File: config.mk
export PLATFORM = sky130hd
export DESIGN_NAME = acfg_top
export DESIGN_NICKNAME = d
export VERILOG_FILES = /design/src/core/acfg_top.v /design/src/core/acfg_patgen.v
export VERILOG_INCLUDE_DIRS = /design/src /design/src/core
export SDC_FILE = /design/constraint.sdc
export NUM_CORES = 1
export LEC_CHECK = 0
export BUFFER_PORTS_ARGS = -buffer_cell sky130_fd_sc_hd__buf_4
export CAP_MARGIN = 20
export CORE_ASPECT_RATIO = 0.8
export CORE_MARGIN = 4
export CORE_UTILIZATION = 36
export DETAILED_ROUTE_END_ITERATION = 7
export PLACE_DENSITY_LB_ADDON = 0.12
export SYNTH_ARGS = -nofsm -noshare
export SYNTH_HDL_FRONTEND = slang
export SYNTH_SLANG_ARGS = --single-unit
File: constraint.sdc
create_clock -name CORE_CLK -period 5.65 [get_ports CORE_CLK]
set_input_delay 0.565 -clock CORE_CLK [delete_from_list [all_inputs] [get_ports CORE_CLK]]
set_output_delay 0.565 -clock CORE_CLK [all_outputs]
set_load 0.005 [all_outputs]
File: src/core/acfg_defines.vh
// Named constants for the output test and frame clock configuration bank.
// Assumes inclusion by bare name from the core files; definitions only.
`ifndef ACFG_DEFINES_VH
`define ACFG_DEFINES_VH

// ****************************************************************
// Register addresses on the serial control port
// ****************************************************************
`define ACFG_ADDR_W        7
`define ACFG_ADDR_AIN      7'h11
`define ACFG_ADDR_FUSE     7'h13
`define ACFG_ADDR_PAT_LOW  7'h14
`define ACFG_ADDR_PAT_MID  7'h15
`define ACFG_ADDR_PAT_HIGH 7'h16
`define ACFG_ADDR_FRAME_CLOCK     7'h19

// ****************************************************************
// Field positions and reset values
// ****************************************************************
`define ACFG_BIT_SE_A      5
`define ACFG_BIT_FUSE_LD   0
`define ACFG_BIT_FRAME_CLOCK_SOURCE  7
`define ACFG_BIT_FRAME_CLOCK_DIVIDE  4
`define ACFG_BIT_FRAME_CLOCK_TOG  0
`define ACFG_PAT_B_HI      7
`define ACFG_PAT_B_LO      5
`define ACFG_PAT_A_HI      4
`define ACFG_PAT_A_LO      2
`define ACFG_PAT_TOP_HI    1
`define ACFG_RESET_BYTE    8'h00
`define ACFG_RESET_BIT     1'h0

// ****************************************************************
// Pattern modes and widths
// ****************************************************************
`define ACFG_MODE_NORMAL   3'h0
`define ACFG_MODE_RAMP     3'h2
`define ACFG_MODE_CONST    3'h3
`define ACFG_PAT_W         18
`define ACFG_NATIVE_W      14
`define ACFG_PAT_ZERO      18'h00000
`define ACFG_DATA_ZERO     14'h0000

// ****************************************************************
// Serial frame layout: one read bit, seven address bits, eight data bits
// ****************************************************************
`define ACFG_FRAME_W       16
`define ACFG_CNT_W         5
`define ACFG_CNT_ZERO      5'h00
`define ACFG_CNT_ONE       5'h01
`define ACFG_CNT_HDR_LAST  5'h07
`define ACFG_CNT_LAST      5'h0f
`define ACFG_CNT_DONE      5'h10
`define ACFG_RW_POS        6

`endif

File: src/core/acfg_top.v
// Configuration register bank for input mode, test patterns and frame clock.
// Assumes a host on the serial control port and converter data on CORE_CLK.
//
// Overview of operation
// - Bit 5 selects single-ended channel A input.
// - Fuse load returns serial-written registers to reset.
// - Constant mode outputs MSB-aligned 18-bit pattern.
// - Ramp mode steps by the pattern value.
// - Bits 7-5 choose channel B output mode.
// - Bits 4-2 choose channel A output mode.
// - Patterns precede bit mapper at native width.
// - Source bit picks converter or down-converter clock.
// - Divide bit only for 2-wire bypass/real.
// - Stretch bit spans both channels, half-wire complex.
`timescale 1ns/10ps
`include "acfg_defines.vh"

module acfg_top (
    // Clock, reset and enable.
    input  wire                        CORE_CLK,
    input  wire                        RST_B,
    input  wire                        CORE_CE,
    // Serial control port pins.
    input  wire                        SPI_SEN_B,
    input  wire                        SPI_SCLK,
    input  wire                        SPI_SDIN,
    output reg                         SPI_SDOUT,
    output reg                         SPI_SDOUT_OE,
    // Converter samples.
    input  wire                        SAMPLE_VALID,
    input  wire [`ACFG_NATIVE_W-1:0]   CONV_A,
    input  wire [`ACFG_NATIVE_W-1:0]   CONV_B,
    // Channel outputs toward the bit mapper.
    output wire [`ACFG_NATIVE_W-1:0]   CHAN_A_DATA,
    output wire [`ACFG_NATIVE_W-1:0]   CHAN_B_DATA,
    // Static configuration outputs and the one-cycle fuse load pulse.
    output reg                         CHAN_A_SINGLE_ENDED_SEL,
    output reg                         FRAME_CLOCK_SOURCE,
    output reg                         FRAME_CLOCK_DIVIDE,
    output reg                         FRAME_CLOCK_STRETCH,
    output reg                         FUSE_MAPPING_LOAD
);

    // ****************************************************************
    // Pin synchronisers and glitch filter
    // ****************************************************************
    wire [2:0] pin_raw = {SPI_SDIN, SPI_SCLK, SPI_SEN_B};
    reg  [2:0] sync1_r;
    reg  [2:0] sync2_r;
    reg  [2:0] sync3_r;
    reg  [2:0] filt_r;
    genvar gi;

    // A pin change is taken only once stages two and three agree, so a
    // single-cycle glitch on SCLK cannot clock a bit in.
    generate
        for (gi = 0; gi < 3; gi = gi + 1) begin : g_pin
            always @(posedge CORE_CLK) begin
                if (!RST_B) begin
                    sync1_r[gi] <= 1'b1;
                    sync2_r[gi] <= 1'b1;
                    sync3_r[gi] <= 1'b1;
                    filt_r[gi]  <= 1'b1;
                end else if (CORE_CE) begin
                    sync1_r[gi] <= pin_raw[gi];
                    sync2_r[gi] <= sync1_r[gi];
                    sync3_r[gi] <= sync2_r[gi];
                    if (sync2_r[gi] == sync3_r[gi]) begin
                        filt_r[gi] <= sync3_r[gi];
                    end
                end
            end
        end
    endgenerate

    wire sen_b = filt_r[0];
    wire sclk  = filt_r[1];
    wire sdin  = filt_r[2];

    // ****************************************************************
    // Register storage
    // ****************************************************************
    reg                    fuse_r;
    reg  [7:0]             pat_low_r;
    reg  [7:0]             pat_mid_r;
    reg  [7:0]             pat_high_r;
    reg                    sclk_d_r;
    reg  [`ACFG_CNT_W-1:0] cnt_r;
    reg  [`ACFG_FRAME_W-1:0] shift_r;
    reg                    rd_r;
    reg  [7:0]             rd_shift_r;

    wire sclk_rise = sclk & ~sclk_d_r;
    wire sclk_fall = ~sclk & sclk_d_r;
    wire [`ACFG_ADDR_W-1:0] hdr_addr = {shift_r[`ACFG_ADDR_W-2:0], sdin};
    // After fifteen rises the read flag sits at bit 14, so the address is 13:7.
    wire [`ACFG_ADDR_W-1:0] wr_addr  = shift_r[`ACFG_FRAME_W-3:7];
    wire [7:0]              wr_data  = {shift_r[6:0], sdin};
    wire [`ACFG_PAT_W-1:0]  user_pattern_value =
        {pat_high_r[`ACFG_PAT_TOP_HI:0], pat_mid_r, pat_low_r};

    // ****************************************************************
    // Read-back multiplexer; unmapped addresses read as zero
    // ****************************************************************
    reg [7:0] rd_mux;
    always @* begin
        rd_mux = `ACFG_RESET_BYTE;
        if (hdr_addr == `ACFG_ADDR_AIN) begin
            rd_mux[`ACFG_BIT_SE_A] = CHAN_A_SINGLE_ENDED_SEL;
        end else if (hdr_addr == `ACFG_ADDR_FUSE) begin
            rd_mux[`ACFG_BIT_FUSE_LD] = fuse_r;
        end else if (hdr_addr == `ACFG_ADDR_PAT_LOW) begin
            rd_mux = pat_low_r;
        end else if (hdr_addr == `ACFG_ADDR_PAT_MID) begin
            rd_mux = pat_mid_r;
        end else if (hdr_addr == `ACFG_ADDR_PAT_HIGH) begin
            rd_mux = pat_high_r;
        end else if (hdr_addr == `ACFG_ADDR_FRAME_CLOCK) begin
            rd_mux[`ACFG_BIT_FRAME_CLOCK_SOURCE] = FRAME_CLOCK_SOURCE;
            rd_mux[`ACFG_BIT_FRAME_CLOCK_DIVIDE] = FRAME_CLOCK_DIVIDE;
            rd_mux[`ACFG_BIT_FRAME_CLOCK_TOG] = FRAME_CLOCK_STRETCH;
        end
    end

    // ****************************************************************
    // Serial frame engine and register writes
    // ****************************************************************
    wire commit = sclk_rise & ~sen_b & (cnt_r == `ACFG_CNT_LAST) & ~rd_r;
    // Fuse load fires on the 1 -> 0 write of the load bit.
    wire fuse_fire = commit & (wr_addr == `ACFG_ADDR_FUSE) & fuse_r
                     & ~wr_data[`ACFG_BIT_FUSE_LD];

    // Frame bits shift in on SCLK rising; read data shifts out on falling.
    always @(posedge CORE_CLK) begin
        if (!RST_B) begin
            sclk_d_r     <= 1'b1;               // Matches the filter's reset level.
            cnt_r        <= `ACFG_CNT_ZERO;
            shift_r      <= {`ACFG_FRAME_W{1'b0}};
            rd_r         <= 1'b0;
            rd_shift_r   <= `ACFG_RESET_BYTE;
            SPI_SDOUT    <= 1'b0;
            SPI_SDOUT_OE <= 1'b0;
        end else if (CORE_CE) begin
            sclk_d_r <= sclk;
            if (sen_b) begin
                cnt_r        <= `ACFG_CNT_ZERO;
                rd_r         <= 1'b0;
                SPI_SDOUT_OE <= 1'b0;
            end else begin
                if (sclk_rise && cnt_r != `ACFG_CNT_DONE) begin
                    shift_r <= {shift_r[`ACFG_FRAME_W-2:0], sdin};
                    cnt_r   <= cnt_r + `ACFG_CNT_ONE;
                    if (cnt_r == `ACFG_CNT_HDR_LAST) begin
                        rd_r       <= shift_r[`ACFG_RW_POS];
                        rd_shift_r <= rd_mux;
                    end
                end
                if (sclk_fall && rd_r && cnt_r != `ACFG_CNT_DONE) begin
                    SPI_SDOUT    <= rd_shift_r[7];
                    rd_shift_r   <= {rd_shift_r[6:0], 1'b0};
                    SPI_SDOUT_OE <= 1'b1;
                end
            end
        end
    end

    // Configuration registers.  A fuse load clears every serial-written
    // setting, so anything programmed before it is lost.
    always @(posedge CORE_CLK) begin
        if (!RST_B) begin
            CHAN_A_SINGLE_ENDED_SEL <= `ACFG_RESET_BIT;
            fuse_r                  <= `ACFG_RESET_BIT;
            pat_low_r               <= `ACFG_RESET_BYTE;
            pat_mid_r               <= `ACFG_RESET_BYTE;
            pat_high_r              <= `ACFG_RESET_BYTE;
            FRAME_CLOCK_SOURCE      <= `ACFG_RESET_BIT;
            FRAME_CLOCK_DIVIDE      <= `ACFG_RESET_BIT;
            FRAME_CLOCK_STRETCH     <= `ACFG_RESET_BIT;
            FUSE_MAPPING_LOAD       <= 1'b0;
        end else if (CORE_CE) begin
            FUSE_MAPPING_LOAD <= fuse_fire;
            if (fuse_fire) begin
                CHAN_A_SINGLE_ENDED_SEL <= `ACFG_RESET_BIT;
                fuse_r                  <= `ACFG_RESET_BIT;
                pat_low_r               <= `ACFG_RESET_BYTE;
                pat_mid_r               <= `ACFG_RESET_BYTE;
                pat_high_r              <= `ACFG_RESET_BYTE;
                FRAME_CLOCK_SOURCE      <= `ACFG_RESET_BIT;
                FRAME_CLOCK_DIVIDE      <= `ACFG_RESET_BIT;
                FRAME_CLOCK_STRETCH     <= `ACFG_RESET_BIT;
            end else if (commit) begin
                if (wr_addr == `ACFG_ADDR_AIN) begin
                    CHAN_A_SINGLE_ENDED_SEL <= wr_data[`ACFG_BIT_SE_A];
                end else if (wr_addr == `ACFG_ADDR_FUSE) begin
                    fuse_r <= wr_data[`ACFG_BIT_FUSE_LD];
                end else if (wr_addr == `ACFG_ADDR_PAT_LOW) begin
                    pat_low_r <= wr_data;
                end else if (wr_addr == `ACFG_ADDR_PAT_MID) begin
                    pat_mid_r <= wr_data;
                end else if (wr_addr == `ACFG_ADDR_PAT_HIGH) begin
                    pat_high_r <= wr_data;
                end else if (wr_addr == `ACFG_ADDR_FRAME_CLOCK) begin
                    FRAME_CLOCK_SOURCE  <= wr_data[`ACFG_BIT_FRAME_CLOCK_SOURCE];
                    FRAME_CLOCK_DIVIDE  <= wr_data[`ACFG_BIT_FRAME_CLOCK_DIVIDE];
                    FRAME_CLOCK_STRETCH <= wr_data[`ACFG_BIT_FRAME_CLOCK_TOG];
                end
            end
        end
    end

    // ****************************************************************
    // Per-channel pattern generators
    // ****************************************************************
    wire [2*`ACFG_NATIVE_W-1:0] conv_all = {CONV_B, CONV_A};
    wire [2*`ACFG_NATIVE_W-1:0] data_all;
    wire [5:0] mode_all = {pat_high_r[`ACFG_PAT_B_HI:`ACFG_PAT_B_LO],
                           pat_high_r[`ACFG_PAT_A_HI:`ACFG_PAT_A_LO]};

    // Index 0 is channel A, index 1 channel B.
    generate
        for (gi = 0; gi < 2; gi = gi + 1) begin : g_chan
            acfg_patgen u_patgen (
                .clk          (CORE_CLK),
                .rst_b        (RST_B),
                .ce           (CORE_CE),
                .mode         (mode_all[gi*3 +: 3]),
                .pattern      (user_pattern_value),
                .sample_valid (SAMPLE_VALID),
                .conv_data    (conv_all[gi*`ACFG_NATIVE_W +: `ACFG_NATIVE_W]),
                .data_r       (data_all[gi*`ACFG_NATIVE_W +: `ACFG_NATIVE_W])
            );
        end
    endgenerate

    assign CHAN_A_DATA = data_all[`ACFG_NATIVE_W-1:0];
    assign CHAN_B_DATA = data_all[2*`ACFG_NATIVE_W-1:`ACFG_NATIVE_W];

endmodule // acfg_top

File: src/core/acfg_patgen.v
// Per-channel test pattern generator placed ahead of the output bit mapper.
// Assumes conversion samples and their valid strobe arrive on CORE_CLK.
`timescale 1ns/10ps
`include "acfg_defines.vh"

module acfg_patgen (
    // Clock, reset and enable.
    input  wire                        clk,
    input  wire                        rst_b,
    input  wire                        ce,
    // Configuration.
    input  wire [2:0]                  mode,
    input  wire [`ACFG_PAT_W-1:0]      pattern,
    // Converter data in and channel data out.
    input  wire                        sample_valid,
    input  wire [`ACFG_NATIVE_W-1:0]   conv_data,
    output reg  [`ACFG_NATIVE_W-1:0]   data_r
);

    // ****************************************************************
    // Ramp accumulator and output selection
    // ****************************************************************
    reg  [`ACFG_PAT_W-1:0] ramp_r;
    wire [`ACFG_PAT_W-1:0] ramp_nxt = ramp_r + pattern;

    // The ramp runs in the full 18-bit space so the increment lines up
    // with the MSB-aligned pattern field; the top bits are the native word.
    always @(posedge clk) begin
        if (!rst_b) begin
            ramp_r <= `ACFG_PAT_ZERO;
            data_r <= `ACFG_DATA_ZERO;
        end else if (ce) begin
            if (mode != `ACFG_MODE_RAMP) begin
                ramp_r <= `ACFG_PAT_ZERO;
            end else if (sample_valid) begin
                ramp_r <= ramp_nxt;
            end
            if (sample_valid) begin
                case (mode)
                    `ACFG_MODE_RAMP: begin
                        data_r <= ramp_r[`ACFG_PAT_W-1 -: `ACFG_NATIVE_W];
                    end
                    `ACFG_MODE_CONST: begin
                        data_r <= pattern[`ACFG_PAT_W-1 -: `ACFG_NATIVE_W];
                    end
                    default: begin
                        data_r <= conv_data;
                    end
                endcase
            end
        end
    end

endmodule // acfg_patgen

==> results.md, run 1 <==
* Outcome: finished clean
* DR vias at around 6400
* Die Span X at approximately 170 microns
* Clock Tree Root: clkbuf_16
* Post-Syn Area at just under 0.008 sq mm
* Number of flops mapped to enable cells by yosys at 0
* Worst R2R Start: pat_low_r[0]$_SDFFE_PN0P_
* Htree depth at 4
* Crit Path Max Fanout at 4
* I/O Pins at 70
* First-pass GRT wire length at ~34000 microns
* WP data required at between 5 and 6 ns
* # hold bufs at CTS at 0
* Mapped Avg Cell Area at around 8.5 sq um
* Crit start category: flop
* # setup viols final at 0
* Layout cells sized above 1 at 12.6%
* Post-CTS Resized at 0
* Main combinational cell family by area after synthesis: compound AO/OA/AOI/OAI gates
* Initial core utilization at 37.1%
* Final WL at 21200 microns
* Portion of netlist area occupied by mux cells at ~9.7%
* Routed Antenna Nets at 0
* Iteration-0 DRC count of the detailed router at 353
* R2R cell count at 10
* Xor/xnor share of the synthesized area at 2.59%
* Cell Rows at 47
* Leak at around 3.6 nW
* Total grt overflow at 0
* Ant diodes at 0
* Dominant cells by area after synthesis: dfxtp_1 (35%), mux2i_1 (9.7%), nor2b_1 (7.3%), ha_1 (6.0%), a21oi_1 (4.9%)
* Most common cell after layout, fill and taps aside: dfxtp_1
* Reg clk slew, reported paths at approximately 0.06 ns
* GP Congestion at roughly 0.82
* Clock buffer count from CTS at 17
* Final Hold Vio Count at 0
* CTS tree: done
* Crit Path Class: reg2reg
* Post CTS Setup Buffer Count at 0
* PwrDens at ~260 mW/mm^2
* Synth Area in Adders at around 6.5%
* Hold WC Path Type: in2reg
* Crit. End Element: flop
* Slew Limit Headroom at between 30% and 40%
* Post-DP HPWL at between 10000 and 15000 microns
* Longest Clk Path Bufs at 2
* Period utilization at 53.2%
* DR pass1 iterations at 5
* Initial antenna violation count at 0
* Fin area at a little over 0.009 sq mm
* Fin crit period at around 3 ns
* Final setup TNS at 0 ns
* Port bufs at 69
* DR DRC count at 0
* R2r endpoint: g_chan[0].u_patgen.ramp_r[16]$_SDFFE_PN0P_
* Critical Path Start: pat_low_r[0]$_SDFFE_PN0P_
* Commonest non-fill, non-tap cells in the layout: dfxtp_1 (137), nor2b_1 (89), nand2_1 (87)
* Largest area contributor in the netlist: dfxtp_1
* Vias per inst at 5.19
* Seq/Total Area, Yosys at between 30% and 40%
* Yosys warning count at 0
* Fmax achieved at 333 MHz
* Post-synthesis cell type count at 54
* Clock Skews at just over 0.02 ns
* Prevailing post-synth register cell: dfxtp_1
* Total track usage at between 10% and 20%
* Cells after synthesis at 913
* Data arrival, critical path at roughly 3.4 ns
* Area grow syn2layout at 17.8%
* Worst R2R Setup Slack at roughly 2.6 ns
* Vias in the first global route at approximately 5900
* Clock sinks at between 100 and 150
* RSZ-0062 raised after global routing: false
* Area post-placement at 0.00849 sq mm
* Slew Viols, Final at 0
* Post-synthesis register bit count at roughly 140
* Post-Synth Simple-Gate Area at 21.0%
* Largest net degree at the start of global routing at between 70 and 80
* Async set-or-reset flop fraction in the synthesized netlist at 0%
* Clock Latency Late Sink at ~0.44 ns
* Routed length per placed instance at around 17 microns
* Max Cap Violations at 0
* Crit path to: g_chan[0].u_patgen.ramp_r[16]$_SDFFE_PN0P_
* Die area at ~0.024 sq mm
* Core area at between 0.02 and 0.025 sq mm
* Post-synth top area share at 35.3%
* VDD IR-drop max at between 0.1 and 0.15 mV
* Total power at about 2.3 mW
* Synth Area in Compound Gates at around 21%
* Mapped Nets at a little under 1000
* Die height at approximately 140 microns
* Layout Nets at 1033
* Worst slew pin tran at approximately 0.90 ns
synth_stat cells (all sizes together) (4+ instances only):
cell type and number:
nor4 8, mux2i 75, inv 16, a21boi 20, xor2 10, nor2b 91, o21a 7, nand4 4
and2 12, nor3 11, clkbuf 38, a21oi 76, a21o 11, and3 4, ha 37, a211oi 32
nand2b 19, o31ai 14, nand2 88, dfxtp 137, xnor2 13, a31oi 5, o21ai 56, nor2 53
buf 15, a22oi 21
worst max-delay path, stage by stage (launching register included):
cell and delay (ns):
dfxtp_1 0.39, ha_1 0.21, inv_1 0.07, fa_1 0.44, nand2b_1 0.19, a21oi_1 0.23, a41oi_1 0.24, o31ai_1 0.62
a41oi_1 0.21, xor2_1 0.17, o21ai_0 0.15
final cells by class:
cell class | instances | area [sq um]
timing repair buffer | 80 | 601
tap | 269 | 337
clock buffer | 21 | 460
multi-input combinational | 707 | 4760
fill | 2098 | 11800
clock inverter | 10 | 191
sequential | 137 | 2740
inverter | 16 | 60.1
layer usage:
layer	GRT usage, %	up-vias	routed length, microns
met1	28.7	2981	11500
met5	0	-	0
met4	3.72	0	97
li1	-	3355	-
met2	24.0	96	8760
met3	4.11	6	817
cell families after synthesis:
family                   count (synthesis)
buffers and inverters                   69
AO/OA/AOI/OAI                          261
flip-flops                             137
XOR/XNOR                                23
multiplexers                            75
adder cells (fa/ha/maj)                 39
AND/OR/NAND/NOR                        309
per-stage QoR:
step / worst slack [ns] / instances / hold slack (ns) / utilization [%]
6_report: 2.65 / 1240 / 0.357 / 43.7
5_1_grt: 2.42 / 1240 / 0.348 / 43.7
4_1_cts: 2.69 / 1239 / 0.341 / 43.7
3_5_place_dp: 2.72 / 1208 / 0.459 / 40.6
3_3_place_gp: 2.78 / 1208 / 0.454 / 40.6
2_1_floorplan: 3.17 / 913 / 0.441 / -
sequential cells by signal, summed over array words and instances (netlist names), 3 cells and up:
| register | cells |
|---|---|
| sync3_r | 3 |
| pat_high_r | 8 |
| rd_shift_r | 8 |
| pat_mid_r | 8 |
| sync2_r | 3 |
| pat_low_r | 8 |
| g_chan.u_patgen.data_r | 28 |
| cnt_r | 5 |
| sync1_r | 3 |
| shift_r | 14 |
| g_chan.u_patgen.ramp_r | 36 |
power by group:
group / internal [mW] / switching [mW]
clock: 0.807 / 0.442
combinational: 0.0509 / 0.0489
sequential: 0.978 / 0.00705
worst min path at each step:
stage	startpoint	endpoint	slack, ns	depth (start not counted)
after floorplan	g_chan[0].u_patgen.ramp_r[17]$_SDFFE_PN0P_	g_chan[0].u_patgen.ramp_r[17]$_SDFFE_PN0P_	0.44	1
after detailed placement	sync3_r[1]$_SDFFE_PN1P_	sync3_r[1]$_SDFFE_PN1P_	0.46	2
final	SPI_SEN_B	sync1_r[0]$_SDFFE_PN1P_	0.36	3
after CTS	SPI_SEN_B	sync1_r[0]$_SDFFE_PN1P_	0.34	3
after global placement	SPI_SDOUT_OE$_SDFFE_PN0P_	SPI_SDOUT_OE$_SDFFE_PN0P_	0.45	2
after global routing	SPI_SDIN	sync1_r[2]$_SDFFE_PN1P_	0.35	3
Note: power is estimated with default switching activity, not from simulation.
==> inputs of run 2 (changes only) <==
- clock period: 5.65 -> 2.7 ns (I/O delays scaled with it)
==> results.md, run 2 (same netlist as run 1, synthesis figures left out) <==
* Outcome: finished clean
* Leak at 3.77 nW (+4.4%)
* Crit Path Max Fanout at 8 (+4)
* # setup viols final at 0 (unchanged)
* Max Cap Violations at 0 (unchanged)
* Total grt overflow at 0 (unchanged)
* M2 GR Usage at 25.9% (+1.9 points)
* Crit start category: flop
* Fin worst setup slack at 0.204 ns (-2.44 ns)
* Placed cell count at 1239 (+2.6%)
* PwrDens at 513 mW/mm^2 (+100%)
* Final setup TNS at 0 ns (unchanged)
* CTS tree: done
* Biggest register: g_chan.u_patgen.ramp_r
* DR vias at 6673 (+3.7%)
* Vias in the first global route at 6238 (+5.1%)
* Fin crit period at 2.50 ns (-0.508 ns)
* Die height at 139 microns (unchanged)
* Layout Nets at 1065 (+3.1%)
* Util after Layout at 44.9% (+1.2 points)
* Commonest non-fill, non-tap cells in the layout: dfxtp_1 (137), buf_4 (112), nor2b_1 (89)
* Initial antenna violation count at 0 (unchanged)
* I/O Pins at 70 (unchanged)
* Iteration-0 DRC count of the detailed router at 472 (+34%)
* Clock Tree Root: clkbuf_16
* Hold WC Path Type: in2reg
* Fmax achieved at 401 MHz (+20%)
* VDD IR-drop max at 0.318 mV (+130%)
* Core area at 0.0209 sq mm (unchanged)
* Most common cell after layout, fill and taps aside: dfxtp_1
* Layout cells sized above 1 at 16.0% (+3.5 points)
* DR pass1 iterations at 4 (-1)
* Largest net degree at the start of global routing at 55 (-23%)
* GP Congestion at 0.860 (+4.5%)
* Total track usage at 18.4% (+0.47 points)
* Ant diodes at 0 (unchanged)
* Htree depth at 4 (unchanged)
* Longest Clk Path Bufs at 2 (unchanged)
* Vias per inst at 5.24 (+0.96%)
* Reg clk slew, reported paths at 0.06 ns (about the same)
* Clock Latency Late Sink at 0.42 ns (-0.02 ns)
* Crit. End Element: flop
* Max FFs per register at 36 (unchanged)
* WP data required at 3.01 ns (-2.98 ns)
* Registers with the most flip-flops: g_chan.u_patgen.ramp_r (36), g_chan.u_patgen.data_r (28), shift_r (14)
* Final Hold Vio Count at 0 (unchanged)
* Non-filler instance count after layout at 1273 (+2.7%)
* Area grow syn2layout at 21.0%
* Crit Path Class: reg2reg
* Slew Viols, Final at 0 (unchanged)
* M1 GR Usage at 29.2% (+0.52 points)
* Period utilization at 92.5% (+39 points)
* Cell Rows at 47 (unchanged)
* # hold bufs at CTS at 0 (unchanged)
* First-pass GRT wire length at 35200 microns (+4.1%)
* Initial core utilization at 37.1% (unchanged)
* DP Worst Slack at 0.0714 ns (-2.65 ns)
* Slew Limit Headroom at 40.2% (+0.67 points)
* Most Used Layer, Global Route: met1
* Clock Skews at 0.00812 ns (-0.0122 ns)
* Data arrival, critical path at 2.80 ns (-0.55 ns)
* Slowest CP cell: o21ai_2
* Cell Chain, Critical Path: ha_1, and3_1, ha_1, nor4b_1, buf_4, and2_1, buf_4, o21ai_2, mux2i_1, nor2b_1
* Die area at 0.0240 sq mm (unchanged)
* Routed Antenna Nets at 0 (unchanged)
* Worst slew pin tran at 0.893 ns (-0.0100 ns)
* Die Span X at 172 microns (unchanged)
* CP peak stage delay at 0.50 ns (-0.12 ns)
* Final WL at 22000 microns (+4.2%)
* Port bufs at 69 (unchanged)
* DR DRC count at 0 (unchanged)
* Grt met3 use at 2.81% (-1.3 points)
* Clock sinks at 137 (unchanged)
* Routed length per placed instance at 17.3 microns (+1.5%)
* Post-DP HPWL at 15900 microns (+8.2%)
* Clock buffer count from CTS at 17 (unchanged)
==> run 2: layer usage <==
layer | up-vias | part of all wire, %
met4 | 0 | 0.82
met5 | - | 0
met3 | 14 | 2.9
met2 | 87 | 42
met1 | 3157 | 54
li1 | 3415 | -
==> run 2: final timing paths <==
path	to	cells after the start	slack, ns	startpoint
min	sync1_r[1]$_SDFFE_PN1P_	3	0.06	SPI_SCLK
max reg2reg	pat_high_r[2]$_SDFFE_PN0P_	10	0.20	cnt_r[0]$_SDFFE_PN0P_
max	pat_high_r[2]$_SDFFE_PN0P_	10	0.20	cnt_r[0]$_SDFFE_PN0P_
min reg2reg	shift_r[13]$_SDFFE_PN0P_	2	0.46	shift_r[13]$_SDFFE_PN0P_
==> run 2: through the flow <==
step	instance area [sq um]	hold slack [ns]	power [mW]
CTS	9360	0.0465	4.88
detailed placement	8730	0.458	2.32
global route	9400	0.0656	4.99
floorplan	7770	0.398	2.22
finish	9400	0.0640	4.82
global placement	8730	0.458	2.32
==> run 2: report_power, final <==
group | switching (mW) | internal, mW | leakage (nW)
sequential | 0.0138 | 2.05 | 1.11
clock | 0.971 | 1.58 | 0.302
combinational | 0.106 | 0.109 | 2.36
total | 1.09 | 3.73 | 3.77
==> run 2: cell type report <==
class                           count  area [sq um]
Multi-Input combinational cell    707          4790
Timing Repair Buffer              112           841
Clock buffer                       18           439
Sequential cell                   137          2740
Clock inverter                     14           196
Inverter                           16          60.1
Tap cell                          269           337
Fill cell                        2136         11500
==> run 2: timing repair <==
item | CTS | global route
buffers inserted | 0 | 2
endpoints found under the hold margin | 0 | 0
gates resized for setup | 0 | 7
endpoints found under the setup margin | 0 | 6
==> run 2: worst max-delay path: cells and delay by family (launching register included) <==
| family | cells | cell delay [ns] |
|---|---|---|
| buf+inv | 2 | 0.33 |
| compound gates | 1 | 0.50 |
| fa+ha+maj | 2 | 0.40 |
| mux | 1 | 0.25 |
| flops | 1 | 0.34 |
| simple gates | 4 | 0.55 |
